$ cat src/design/rst_seq_pkg.sv
// Package for the processor reset sequencer: timing counts, states, carriers.
// Assumes one 10 MHz system clock and synchronous active-low reset.
// Contract
// - Low hard reset aborts current instruction and clears all on-chip state.
// - After hard reset rises, execution starts at address zero.
// - While hard reset is low, only idle cycles, never an instruction fetch.
// - Reset out follows hard reset, releases after it and before first fetch.
// - Reset out also asserts for sleep, watchdog and pin-triggered soft resets.
// - Test-port transfers are timed against the host-driven test clock.
// - After any reset, multiplexed pins become inputs with input buffers disabled.
package rst_seq_pkg;

  // Clock rate and release timing
  localparam int unsigned CLK_HZ = 10_000_000;
  localparam int unsigned OUT_HOLD_NS = 200;
  localparam int unsigned OUT_HOLD_CYC = (OUT_HOLD_NS * (CLK_HZ / 1_000_000) + 999) / 1000;
  localparam int unsigned SYNC_STAGES = 2;
  localparam logic [31:0] RESET_VECTOR = 32'h0000_0000;
  localparam int unsigned GPIO_COUNT = 81;

  // Sequencer states, one-hot
  typedef enum logic [3:0] {
    ST_HELD = 4'h1,
    ST_RELEASE = 4'h2,
    ST_RUN = 4'h4,
    ST_SOFT = 4'h8
  } seq_state_e;

  // Soft reset requests from sleep, watchdog and pin sources
  typedef struct packed {
    logic sleep;
    logic watchdog;
    logic pin;
  } soft_req_s;

  // Core control handed to the processor
  typedef struct packed {
    logic core_reset;
    logic fetch_enable;
    logic [31:0] fetch_addr;
  } core_ctl_s;

endpackage

$ cat src/design/rst_sync.sv
// Two-stage synchroniser for the hard reset level.
// Assumes the input may change at any time relative to clk_sys.
`timescale 1ns/1ns
`default_nettype none
module rst_sync #(
  parameter int unsigned STAGES = 2
) (
  // Clock
  input wire logic clk_sys,
  // Asynchronous level in, synchronised level out
  input wire logic async_in,
  output logic sync_out
);

  logic [STAGES-1:0] chain_r;

  // Shift chain; only the last stage is read outside
  always_ff @(posedge clk_sys)
  begin
    chain_r <= {chain_r[STAGES-2:0], async_in};
  end

  assign sync_out = chain_r[STAGES-1];

endmodule
`default_nettype wire

$ cat src/design/rst_seq.sv
// Reset sequencer: takes the board hard reset, soft reset requests and drives
// core reset, fetch permission, reset-out pin, GPIO safe state and test port readiness.
// Assumes hard_reset_n is held low by the supervisor until power is stable.
`timescale 1ns/1ns
`default_nettype none
module rst_seq #(
  parameter int unsigned HOLD_CYC = rst_seq_pkg::OUT_HOLD_CYC,
  parameter int unsigned NGPIO = rst_seq_pkg::GPIO_COUNT
) (
  // Clock and local synchronous reset
  input wire logic clk_sys,
  input wire logic rst_b,
  // Board reset
  input wire logic hard_reset_n,
  // Soft reset sources
  input wire rst_seq_pkg::soft_req_s soft_req,
  // Core control
  output var rst_seq_pkg::core_ctl_s core_ctl,
  input wire logic fetch_start,
  // Reset-out pin
  output logic system_reset_out_n,
  // GPIO safe-state control
  output logic [NGPIO-1:0] gpio_dir_out,
  output logic [NGPIO-1:0] gpio_inbuf_en,
  output logic gpio_force_safe,
  // Test port reset, test clock and readiness
  input wire logic trst_n,
  input wire logic tck,
  output logic scan_ready
);

  logic hard_sync;
  logic any_soft;
  logic in_reset;
  rst_seq_pkg::seq_state_e state_r;
  rst_seq_pkg::seq_state_e state_nxt;
  logic [15:0] hold_cnt_r;
  logic out_n_r;
  rst_seq_pkg::core_ctl_s ctl_r;
  logic safe_r;
  logic tck_q_r;
  logic tck_rise;
  logic scan_live_r;

  // Soft reset decode, shared by the sequencer and its checks
  function automatic logic soft_any(input rst_seq_pkg::soft_req_s req);
    return req.sleep | req.watchdog | req.pin;
  endfunction

  // Hard reset level crosses in through two flops before release uses it
  rst_sync #(
    .STAGES(rst_seq_pkg::SYNC_STAGES)
  ) u_sync (
    .clk_sys(clk_sys),
    .async_in(hard_reset_n),
    .sync_out(hard_sync)
  );

  assign any_soft = soft_any(soft_req);
  // Raw pin gates too, so reset takes hold at once; release waits for the synchroniser
  assign in_reset = ~rst_b | ~hard_reset_n | ~hard_sync;

  // Next-state decode
  always_comb
  begin
    state_nxt = state_r;
    case (state_r)
      rst_seq_pkg::ST_HELD:
        state_nxt = rst_seq_pkg::ST_RELEASE;
      rst_seq_pkg::ST_RELEASE:
        if (hold_cnt_r == 16'h0000)
          state_nxt = rst_seq_pkg::ST_RUN;
      rst_seq_pkg::ST_RUN:
        if (any_soft)
          state_nxt = rst_seq_pkg::ST_SOFT;
      rst_seq_pkg::ST_SOFT:
        if (!any_soft)
          state_nxt = rst_seq_pkg::ST_RELEASE;
      default:
        state_nxt = rst_seq_pkg::ST_HELD;
    endcase
  end

  // State register; hard reset overrides everything
  always_ff @(posedge clk_sys)
  begin
    if (in_reset)
      state_r <= rst_seq_pkg::ST_HELD;
    else
      state_r <= state_nxt;
  end

  // Hold counter keeps reset-out low a few cycles after release
  always_ff @(posedge clk_sys)
  begin
    if (in_reset || state_r == rst_seq_pkg::ST_SOFT)
      hold_cnt_r <= 16'(HOLD_CYC);
    else if (state_r == rst_seq_pkg::ST_RELEASE && hold_cnt_r != 16'h0000)
      hold_cnt_r <= hold_cnt_r - 16'h0001;
  end

  // Reset-out from a flop; release precedes fetch enable by one cycle
  always_ff @(posedge clk_sys)
  begin
    if (in_reset)
      out_n_r <= 1'b0;
    else if (state_nxt == rst_seq_pkg::ST_SOFT || any_soft)
      out_n_r <= 1'b0;
    else if (state_r == rst_seq_pkg::ST_RELEASE && hold_cnt_r == 16'h0000)
      out_n_r <= 1'b1;
  end

  // Core control: held with fetch off during reset, restart at vector zero
  always_ff @(posedge clk_sys)
  begin
    if (in_reset)
    begin
      ctl_r.core_reset <= 1'b1;
      ctl_r.fetch_enable <= 1'b0;
      ctl_r.fetch_addr <= rst_seq_pkg::RESET_VECTOR;
    end
    else if (state_r == rst_seq_pkg::ST_SOFT || state_r == rst_seq_pkg::ST_HELD)
    begin
      ctl_r.core_reset <= 1'b1;
      ctl_r.fetch_enable <= 1'b0;
      ctl_r.fetch_addr <= rst_seq_pkg::RESET_VECTOR;
    end
    else if (state_r == rst_seq_pkg::ST_RUN && out_n_r)
    begin
      // Fetch only once reset-out is already high
      ctl_r.core_reset <= 1'b0;
      ctl_r.fetch_enable <= 1'b1;
      ctl_r.fetch_addr <= fetch_start ? ctl_r.fetch_addr : rst_seq_pkg::RESET_VECTOR;
    end
  end

  // GPIO safe state forced during any reset, held until the core reports its first fetch
  always_ff @(posedge clk_sys)
  begin
    if (in_reset || state_r == rst_seq_pkg::ST_SOFT)
      safe_r <= 1'b1;
    else if (fetch_start)
      safe_r <= 1'b0;
  end

  assign core_ctl = ctl_r;
  assign system_reset_out_n = out_n_r;
  assign gpio_force_safe = safe_r;
  assign gpio_dir_out = '0;

  // One enable per pin; a buffer stays off while the pin is held safe, to avoid leakage
  for (genvar g = 0; g < NGPIO; g++)
  begin : g_pin
    assign gpio_inbuf_en[g] = ~safe_r;
  end

  // Test clock pin sample; taken in reset too, so a clock already high is no edge
  always_ff @(posedge clk_sys)
  begin
    tck_q_r <= tck;
  end

  // One-cycle enable on each test clock rise; the test port runs only at that rate
  assign tck_rise = tck & ~tck_q_r;

  // Test port leaves reset only on a test clock edge; hard reset or a low trst_n clears it
  always_ff @(posedge clk_sys)
  begin
    if (in_reset || !trst_n)
      scan_live_r <= 1'b0;
    else if (tck_rise)
      scan_live_r <= 1'b1;
  end

  assign scan_ready = scan_live_r;
endmodule
`default_nettype wire

$ cat config.mk
export PLATFORM = sky130hd
export DESIGN_NAME = rst_seq
export DESIGN_NICKNAME = d
export VERILOG_FILES = /design/src/design/rst_seq_pkg.sv /design/src/design/rst_sync.sv /design/src/design/rst_seq.sv
export SDC_FILE = /design/constraint.sdc
export NUM_CORES = 1
export LEC_CHECK = 0
export BUFFER_PORTS_ARGS = -buffer_cell sky130_fd_sc_hd__buf_2
export CAP_MARGIN = 10
export CORE_ASPECT_RATIO = 0.6
export CORE_UTILIZATION = 40
export DETAILED_ROUTE_END_ITERATION = 12
export PLACE_DENSITY = 0.8
export REMOVE_ABC_BUFFERS = 1
export SYNTH_ARGS = -nofsm -noshare
export SYNTH_HDL_FRONTEND = slang
export SYNTH_SLANG_ARGS = --single-unit
export TNS_END_PERCENT = 5
$ cat constraint.sdc
create_clock -name clk_sys -period 2.06 [get_ports clk_sys]
set_input_delay 0.206 -clock clk_sys [delete_from_list [all_inputs] [get_ports clk_sys]]
set_output_delay 0.206 -clock clk_sys [all_outputs]
set_load 0.01 [all_outputs]
==> results of run 1 <==
-- Yosys cell counts (2+ instances only) --
cell type  number  share of area, %
buf_4         193                52
dfxtp_1        28                20
a21oi_1        16               2.9
o21ai_0        13               2.3
nor2_1         11               1.5
or3_1           8               1.8
nand3_1         6               1.1
nand2_1         5              0.68
clkbuf_1        4              0.54
inv_1           4              0.54
o31ai_1         4               1.1
or4_1           4               1.1
nand4_1         3              0.68
nor3_1          3              0.54
nor4_1          3              0.68
or2_2           3              0.68
a211oi_1        2              0.54
and3_1          2              0.45
and4_1          2              0.63
buf_2           2              0.36
ha_1            2              0.90
nand4b_1        2              0.63
nor3b_1         2              0.54
nor4b_1         2              0.63
or3_2           2              0.54
or4b_2          2              0.72
-- worst paths after layout --
path,startpoint,endpoint
hold reg to reg,u_sync.chain_r[0]$_DFF_P_,u_sync.chain_r[1]$_DFF_P_
hold / removal,tck,tck_q_r$_DFF_P_
setup reg to reg,hold_cnt_r[10]$_SDFFE_PP0P_,hold_cnt_r[15]$_SDFFE_PP0P_
setup / recovery,hold_cnt_r[10]$_SDFFE_PP0P_,hold_cnt_r[15]$_SDFFE_PP0P_
-- registers in the layout (all words and copies together) (netlist names) --
register            cells
core_ctl                2
gpio_force_safe         1
hold_cnt_r             16
scan_ready              1
state_r                 4
system_reset_out_n      1
tck_q_r                 1
u_sync.chain_r          2
-- repair_timing --
action                                 4_1_cts  5_1_grt
resized for setup                            0        2
endpoints found under the hold margin        0        0
setup endpoints to repair                    0        4
-- worst max-delay path, delay by kind of cell, from the launching register on --
kind,cells,cell delay [ns]
AOI/OAI and AO/OA,1,0.16
and+or+nand+nor,3,1.33
DFF,1,0.36
-- cells by family (layout without fill, tap and decap cells) --
group	Yosys count	after routing	synth area share, %
xor+xnor	1	1	0.316
simple gates	67	67	15.8
buf+inv	203	109	53.7
mux	1	1	0.361
fa+ha+maj	2	2	0.902
compound gates	41	41	8.53
other cells	1	113	0.135
flops	28	28	20.2
-- layer usage --
layer	vias up	global-route usage (%)	wire, um
met1	845	14.6	1870
met5	-	0	0
li1	881	-	-
met2	73	16.5	2160
met3	0	2.74	305
met4	0	2.17	0
-- report_power, final --
group,leakage [nW],switching (mW),internal [mW]
clock,0.0511,0.195,0.387
sequential,0.228,0.00405,0.546
combinational,1.08,0.157,0.0437
-- final cells by class --
type	count	area share [%]
flip-flops and latches	28	22.8
multi-input cells	225	46.6
clock buffers	3	3.05
inverters	4	0.611
repair buffers	101	21.3
clock inverters	1	1.22
well taps	87	4.43
-- placed cells by master (no fill, tap or decap), types with 2 or more instances in the layout --
cell type	instances
conb_1	113
buf_2	94
dfxtp_1	27
a21oi_1	16
o21ai_0	13
nor2_1	11
or3_1	8
buf_4	7
nand3_1	6
nand2_1	5
inv_1	4
o31ai_1	4
or4_1	4
nor4_1	3
nor3_1	3
nand4_1	3
or2_2	3
clkbuf_16	3
nor4b_1	2
a211oi_1	2
and3_1	2
nor3b_1	2
or4b_2	2
or3_2	2
nand4b_1	2
ha_1	2
-- stage by stage --
step / utilization, % / hold WS (ns) / setup WS [ns] / std cells
2_1_floorplan: - / 0.234 / -3.68 / 257
3_3_place_gp: 35.2 / 0.313 / 0.220 / 445
3_5_place_dp: 35.2 / 0.316 / 0.160 / 445
4_1_cts: 36.8 / 0.0541 / 0.145 / 449
5_1_grt: 36.8 / 0.0505 / 0.0337 / 449
6_report: 36.8 / 0.0562 / 0.144 / 449
==> flow_metrics.env, run 1 <==
export IMPL_status="finished clean"
export IMPL_multi_input_area_sq_mm=0.00114
export IMPL_die_x_um=109
export IMPL_final_antenna_net_count=0
export IMPL_dp_hpwl_um=3460
export IMPL_maxSlewViolCount=0
export IMPL_grt_max_degree=83
export IMPL_power_density_mw_per_mm2=543
export IMPL_hold_viol=0
export IMPL_slew_headroom_pct=61.7
export IMPL_drt_iter0_drc=101
export IMPL_overflow=0
export IMPL_cp_data_required_time_ns=2.25
export IMPL_synth_cells=344
export IMPL_clockBufferDepth=2
export IMPL_crit_chain="or3_4 > or4_4 > or4_1 > a21oi_1"
export IMPL_routed_wl_um=4340
export IMPL_power_mw=1.33
export IMPL_cp_end_kind="register"
export IMPL_numCtsBuffers=3
export IMPL_nNetsFinal=374
export IMPL_insertion_delay_ns=0.27
export IMPL_rrSetupSlack_ns=0.14
export IMPL_grt_pass1_vias=1241
export IMPL_clockRootBuffer="clkbuf_16"
export IMPL_p_leak_nw=1.35
export IMPL_diodes=0
export IMPL_drive_gt1_share_pct=33.1
export IMPL_worst_pin_slew_ns=0.567
export IMPL_max_stage_delay_ns=0.49
export IMPL_crit_type="register to register"
export IMPL_hold_depth=1
export IMPL_synthArstFlopShare_pct=0
export IMPL_antenna_found_initial=0
export IMPL_core_sq_mm=0.00668
export IMPL_cp_start_kind="register"
export IMPL_placed_cell_area_sq_mm=0.00235
export IMPL_vias_per_cell=4.01
export IMPL_cts_hold_buffers=0
export IMPL_cp_arrival_ns=2.11
export IMPL_cts_clk_slew_worst_paths_ns=0.07
export IMPL_ys_types=42
export IMPL_ir_worst_vdd_v=0.000335
export IMPL_drt_first_pass_iters=4
export IMPL_max_cap_violations=0
export IMPL_die_h_um=66.5
export IMPL_gp_congestion=0.791
export IMPL_ios=208
export IMPL_setup_tns_final_ns=0
export IMPL_fillers=704
export IMPL_fin_skew_ns=0.00663
export IMPL_rsz0062_at_grt="false"
export IMPL_design_area_sq_mm=0.00246
export IMPL_crit_slowest_cell="or4_4"
export IMPL_hold_class="input pin to register"
export IMPL_cts_tree="yes"
export IMPL_vias=1799
export IMPL_setup_violations=0
export IMPL_syn_to_final_growth_pct=-11.3
export IMPL_groute_usage_overall_pct=10.6
export IMPL_post_cts_buffers=0
export IMPL_netlist_area_sq_mm=0.00277
export IMPL_wl_per_cell_um=9.67
export IMPL_initial_core_util_pct=41.5
export IMPL_post_route_period_util_pct=93.0
export IMPL_regArea_sq_um=562
export IMPL_portBuffers=94
export IMPL_cts_sinks=28
export IMPL_row_count=23
export IMPL_ys_ff_latch=28
export IMPL_ys_flop_type="dfxtp_1"
export IMPL_syn_area_per_cell_sq_um=8.06
export IMPL_rr_worst_depth=4
export IMPL_ys_warn_count=0
export IMPL_cts_htree_levels=1
export IMPL_synth_edff_count=0
export IMPL_worst_path_max_fanout=7
export IMPL_drc=0
export IMPL_seq_area_frac_synth_pct=20.2
export IMPL_period_needed_ns=1.92
export IMPL_grt_first_pass_wirelength_um=5920
export IMPL_timing_fmax_ghz=0.522
export IMPL_die_area_sq_mm=0.00728
No activity file was read; power rests on OpenSTA's default activity.
==> run 2, diff against run 1 <==
--- a/config.mk
+++ b/config.mk
@@ -10,6 +10,7 @@
 export CORE_ASPECT_RATIO = 0.6
 export CORE_UTILIZATION = 40
 export DETAILED_ROUTE_END_ITERATION = 12
+export MAX_ROUTING_LAYER = met4
 export PLACE_DENSITY = 0.8
 export REMOVE_ABC_BUFFERS = 1
 export SYNTH_ARGS = -nofsm -noshare
==> run 2 against run 1 <==
Effect of this change:
- register-to-register slack hardly changed
- cell area is 0.25% higher
- largest cell class unchanged
- worst hold slack worse by 0.013 ns
- clock skew is 0.0024 ns lower
==> flow_metrics.env, run 2 (synthesis results as in run 1) <==
export IMPL_final_antenna_net_count=0
export IMPL_cts_htree_levels=1
export IMPL_cts_sinks=28
export IMPL_overflow=0
export IMPL_vias_per_cell=4.01
export IMPL_slew_headroom_pct=57.3
export IMPL_cts_tree="yes"
export IMPL_drc=0
export IMPL_core_sq_mm=0.00668
export IMPL_status="finished clean"
export IMPL_cts_clk_slew_worst_paths_ns=0.07
export IMPL_initial_core_util_pct=41.5
export IMPL_power_density_mw_per_mm2=541
export IMPL_syn_to_final_growth_pct=-11.1
export IMPL_hold_class="input pin to register"
export IMPL_crit_chain="inv_1 > ha_1 > or3b_2 > nor2_1 > or4b_2 > a21oi_1"
export IMPL_groute_usage_overall_pct=10.7
export IMPL_period_needed_ns=1.91
export IMPL_wl_per_cell_um=9.34
export IMPL_nNetsFinal=375
export IMPL_row_count=23
export IMPL_gp_congestion=0.881
export IMPL_cp_start_kind="register"
export IMPL_die_h_um=66.5
export IMPL_largest_register="hold_cnt_r"
export IMPL_routed_wl_um=4200
export IMPL_maxSlewViolCount=0
export IMPL_worst_path_buf_inv=1
export IMPL_ir_worst_vdd_v=0.000308
export IMPL_crit_slowest_cell="or4b_2"
export IMPL_timing_fmax_ghz=0.523
export IMPL_cp_arrival_ns=2.11
export IMPL_max_stage_delay_ns=0.65
export IMPL_crit_family="simple AND/OR/NAND/NOR gates"
export IMPL_dp_hpwl_um=3290
export IMPL_grt_pass1_vias=1219
export IMPL_drive_gt1_share_pct=33.1
export IMPL_portBuffers=94
export IMPL_post_route_period_util_pct=92.9
export IMPL_cp_data_required_time_ns=2.26
export IMPL_numCtsBuffers=3
export IMPL_max_cap_violations=0
export IMPL_ios=208
export IMPL_insertion_delay_ns=0.27
export IMPL_diodes=0
export IMPL_setup_violations=0
export IMPL_hold_viol=0
export IMPL_worst_path_max_fanout=7
export IMPL_grt_first_pass_wirelength_um=5890
export IMPL_crit_type="register to register"
export IMPL_power_mw=1.33
export IMPL_worst_pin_slew_ns=0.632
export IMPL_cts_hold_buffers=0
export IMPL_whs_ns=0.0428
export IMPL_top_regs="hold_cnt_r x16, state_r x4"
export IMPL_antenna_found_initial=0
export IMPL_rsz0062_at_grt="false"
export IMPL_p_leak_nw=1.36
export IMPL_layout_commonest_cell="conb_1"
export IMPL_fillers=675
export IMPL_final_cell_mix="113 x conb_1, 94 x buf_2, 27 x dfxtp_1"
export IMPL_vias=1805
export IMPL_grt_max_degree=83
export IMPL_cp_end_kind="register"
export IMPL_die_x_um=109
export IMPL_fin_skew_ns=0.00423
export IMPL_drt_iter0_drc=69
export IMPL_largest_register_ffs=16
export IMPL_die_area_sq_mm=0.00728
export IMPL_drt_first_pass_iters=4
export IMPL_clockRootBuffer="clkbuf_16"
export IMPL_clockBufferDepth=2
-- run 2: changes by cell type in the layout (fill, tap and decap cells not counted) --
cell    delta
buf_4      +1
and4_1     +1
and4_2     -1
-- run 2: path summary, 6_finish.rpt --
path	from	end	slack, ns	cells past startpoint
setup / recovery	hold_cnt_r[1]$_SDFFE_PP1P_	hold_cnt_r[13]$_SDFFE_PP0P_	0.15	6
hold reg to reg	u_sync.chain_r[0]$_DFF_P_	u_sync.chain_r[1]$_DFF_P_	0.34	0
hold / removal	tck	tck_q_r$_DFF_P_	0.04	1
setup reg to reg	hold_cnt_r[1]$_SDFFE_PP1P_	hold_cnt_r[13]$_SDFFE_PP0P_	0.15	6
-- run 2: layer usage --
metal	wire length [um]	track usage, %	up-vias	part of all wire [%]
met3	329	3.52	4	7.8
met5	0	-	-	0
met4	22	1.83	0	0.52
li1	-	-	888	-
met2	1950	14.9	88	46
met1	1900	15.0	825	45
-- run 2: cell type report --
class	instances	area [sq um]	share of cell area, %
Sequential cell	28	562	22.8
Timing Repair Buffer	102	531	21.5
Multi-Input combinational cell	225	1140	46.4
Tap cell	87	109	4.42
Inverter	4	15.0	0.609
Clock inverter	1	30.0	1.22
Clock buffer	3	75.1	3.05
-- run 2: power by group --
group	internal [mW]	switching, mW
Sequential	0.547	0.00407
Combinational	0.0436	0.156
Clock	0.387	0.195
-- run 2: stage by stage --
stage	setup TNS, ns	util [%]	instance area, sq um	cells	worst slack [ns]
after floorplan	-254.27	-	1720	257	-3.68
after global placement	0	35.3	2360	446	0.165
after detailed placement	0	35.3	2360	446	0.114
after CTS	0	36.9	2460	450	0.0932
after global routing	0	36.9	2460	450	0.00534
final	0	36.9	2460	450	0.147
-- run 2: timing repair --
action | in CTS | in global routing
setup endpoints to repair | 0 | 4
resized for setup | 0 | 1
setup buffers | 0 | 0
-- run 2: worst reg2reg max path, delay by kind of cell (launching register included) --
| family | cells | cell delay, ns |
|---|---|---|
| compound gates | 1 | 0.15 |
| fa+ha+maj | 1 | 0.21 |
| buf+inv | 1 | 0.10 |
| flops | 1 | 0.40 |
| simple gates | 3 | 0.99 |
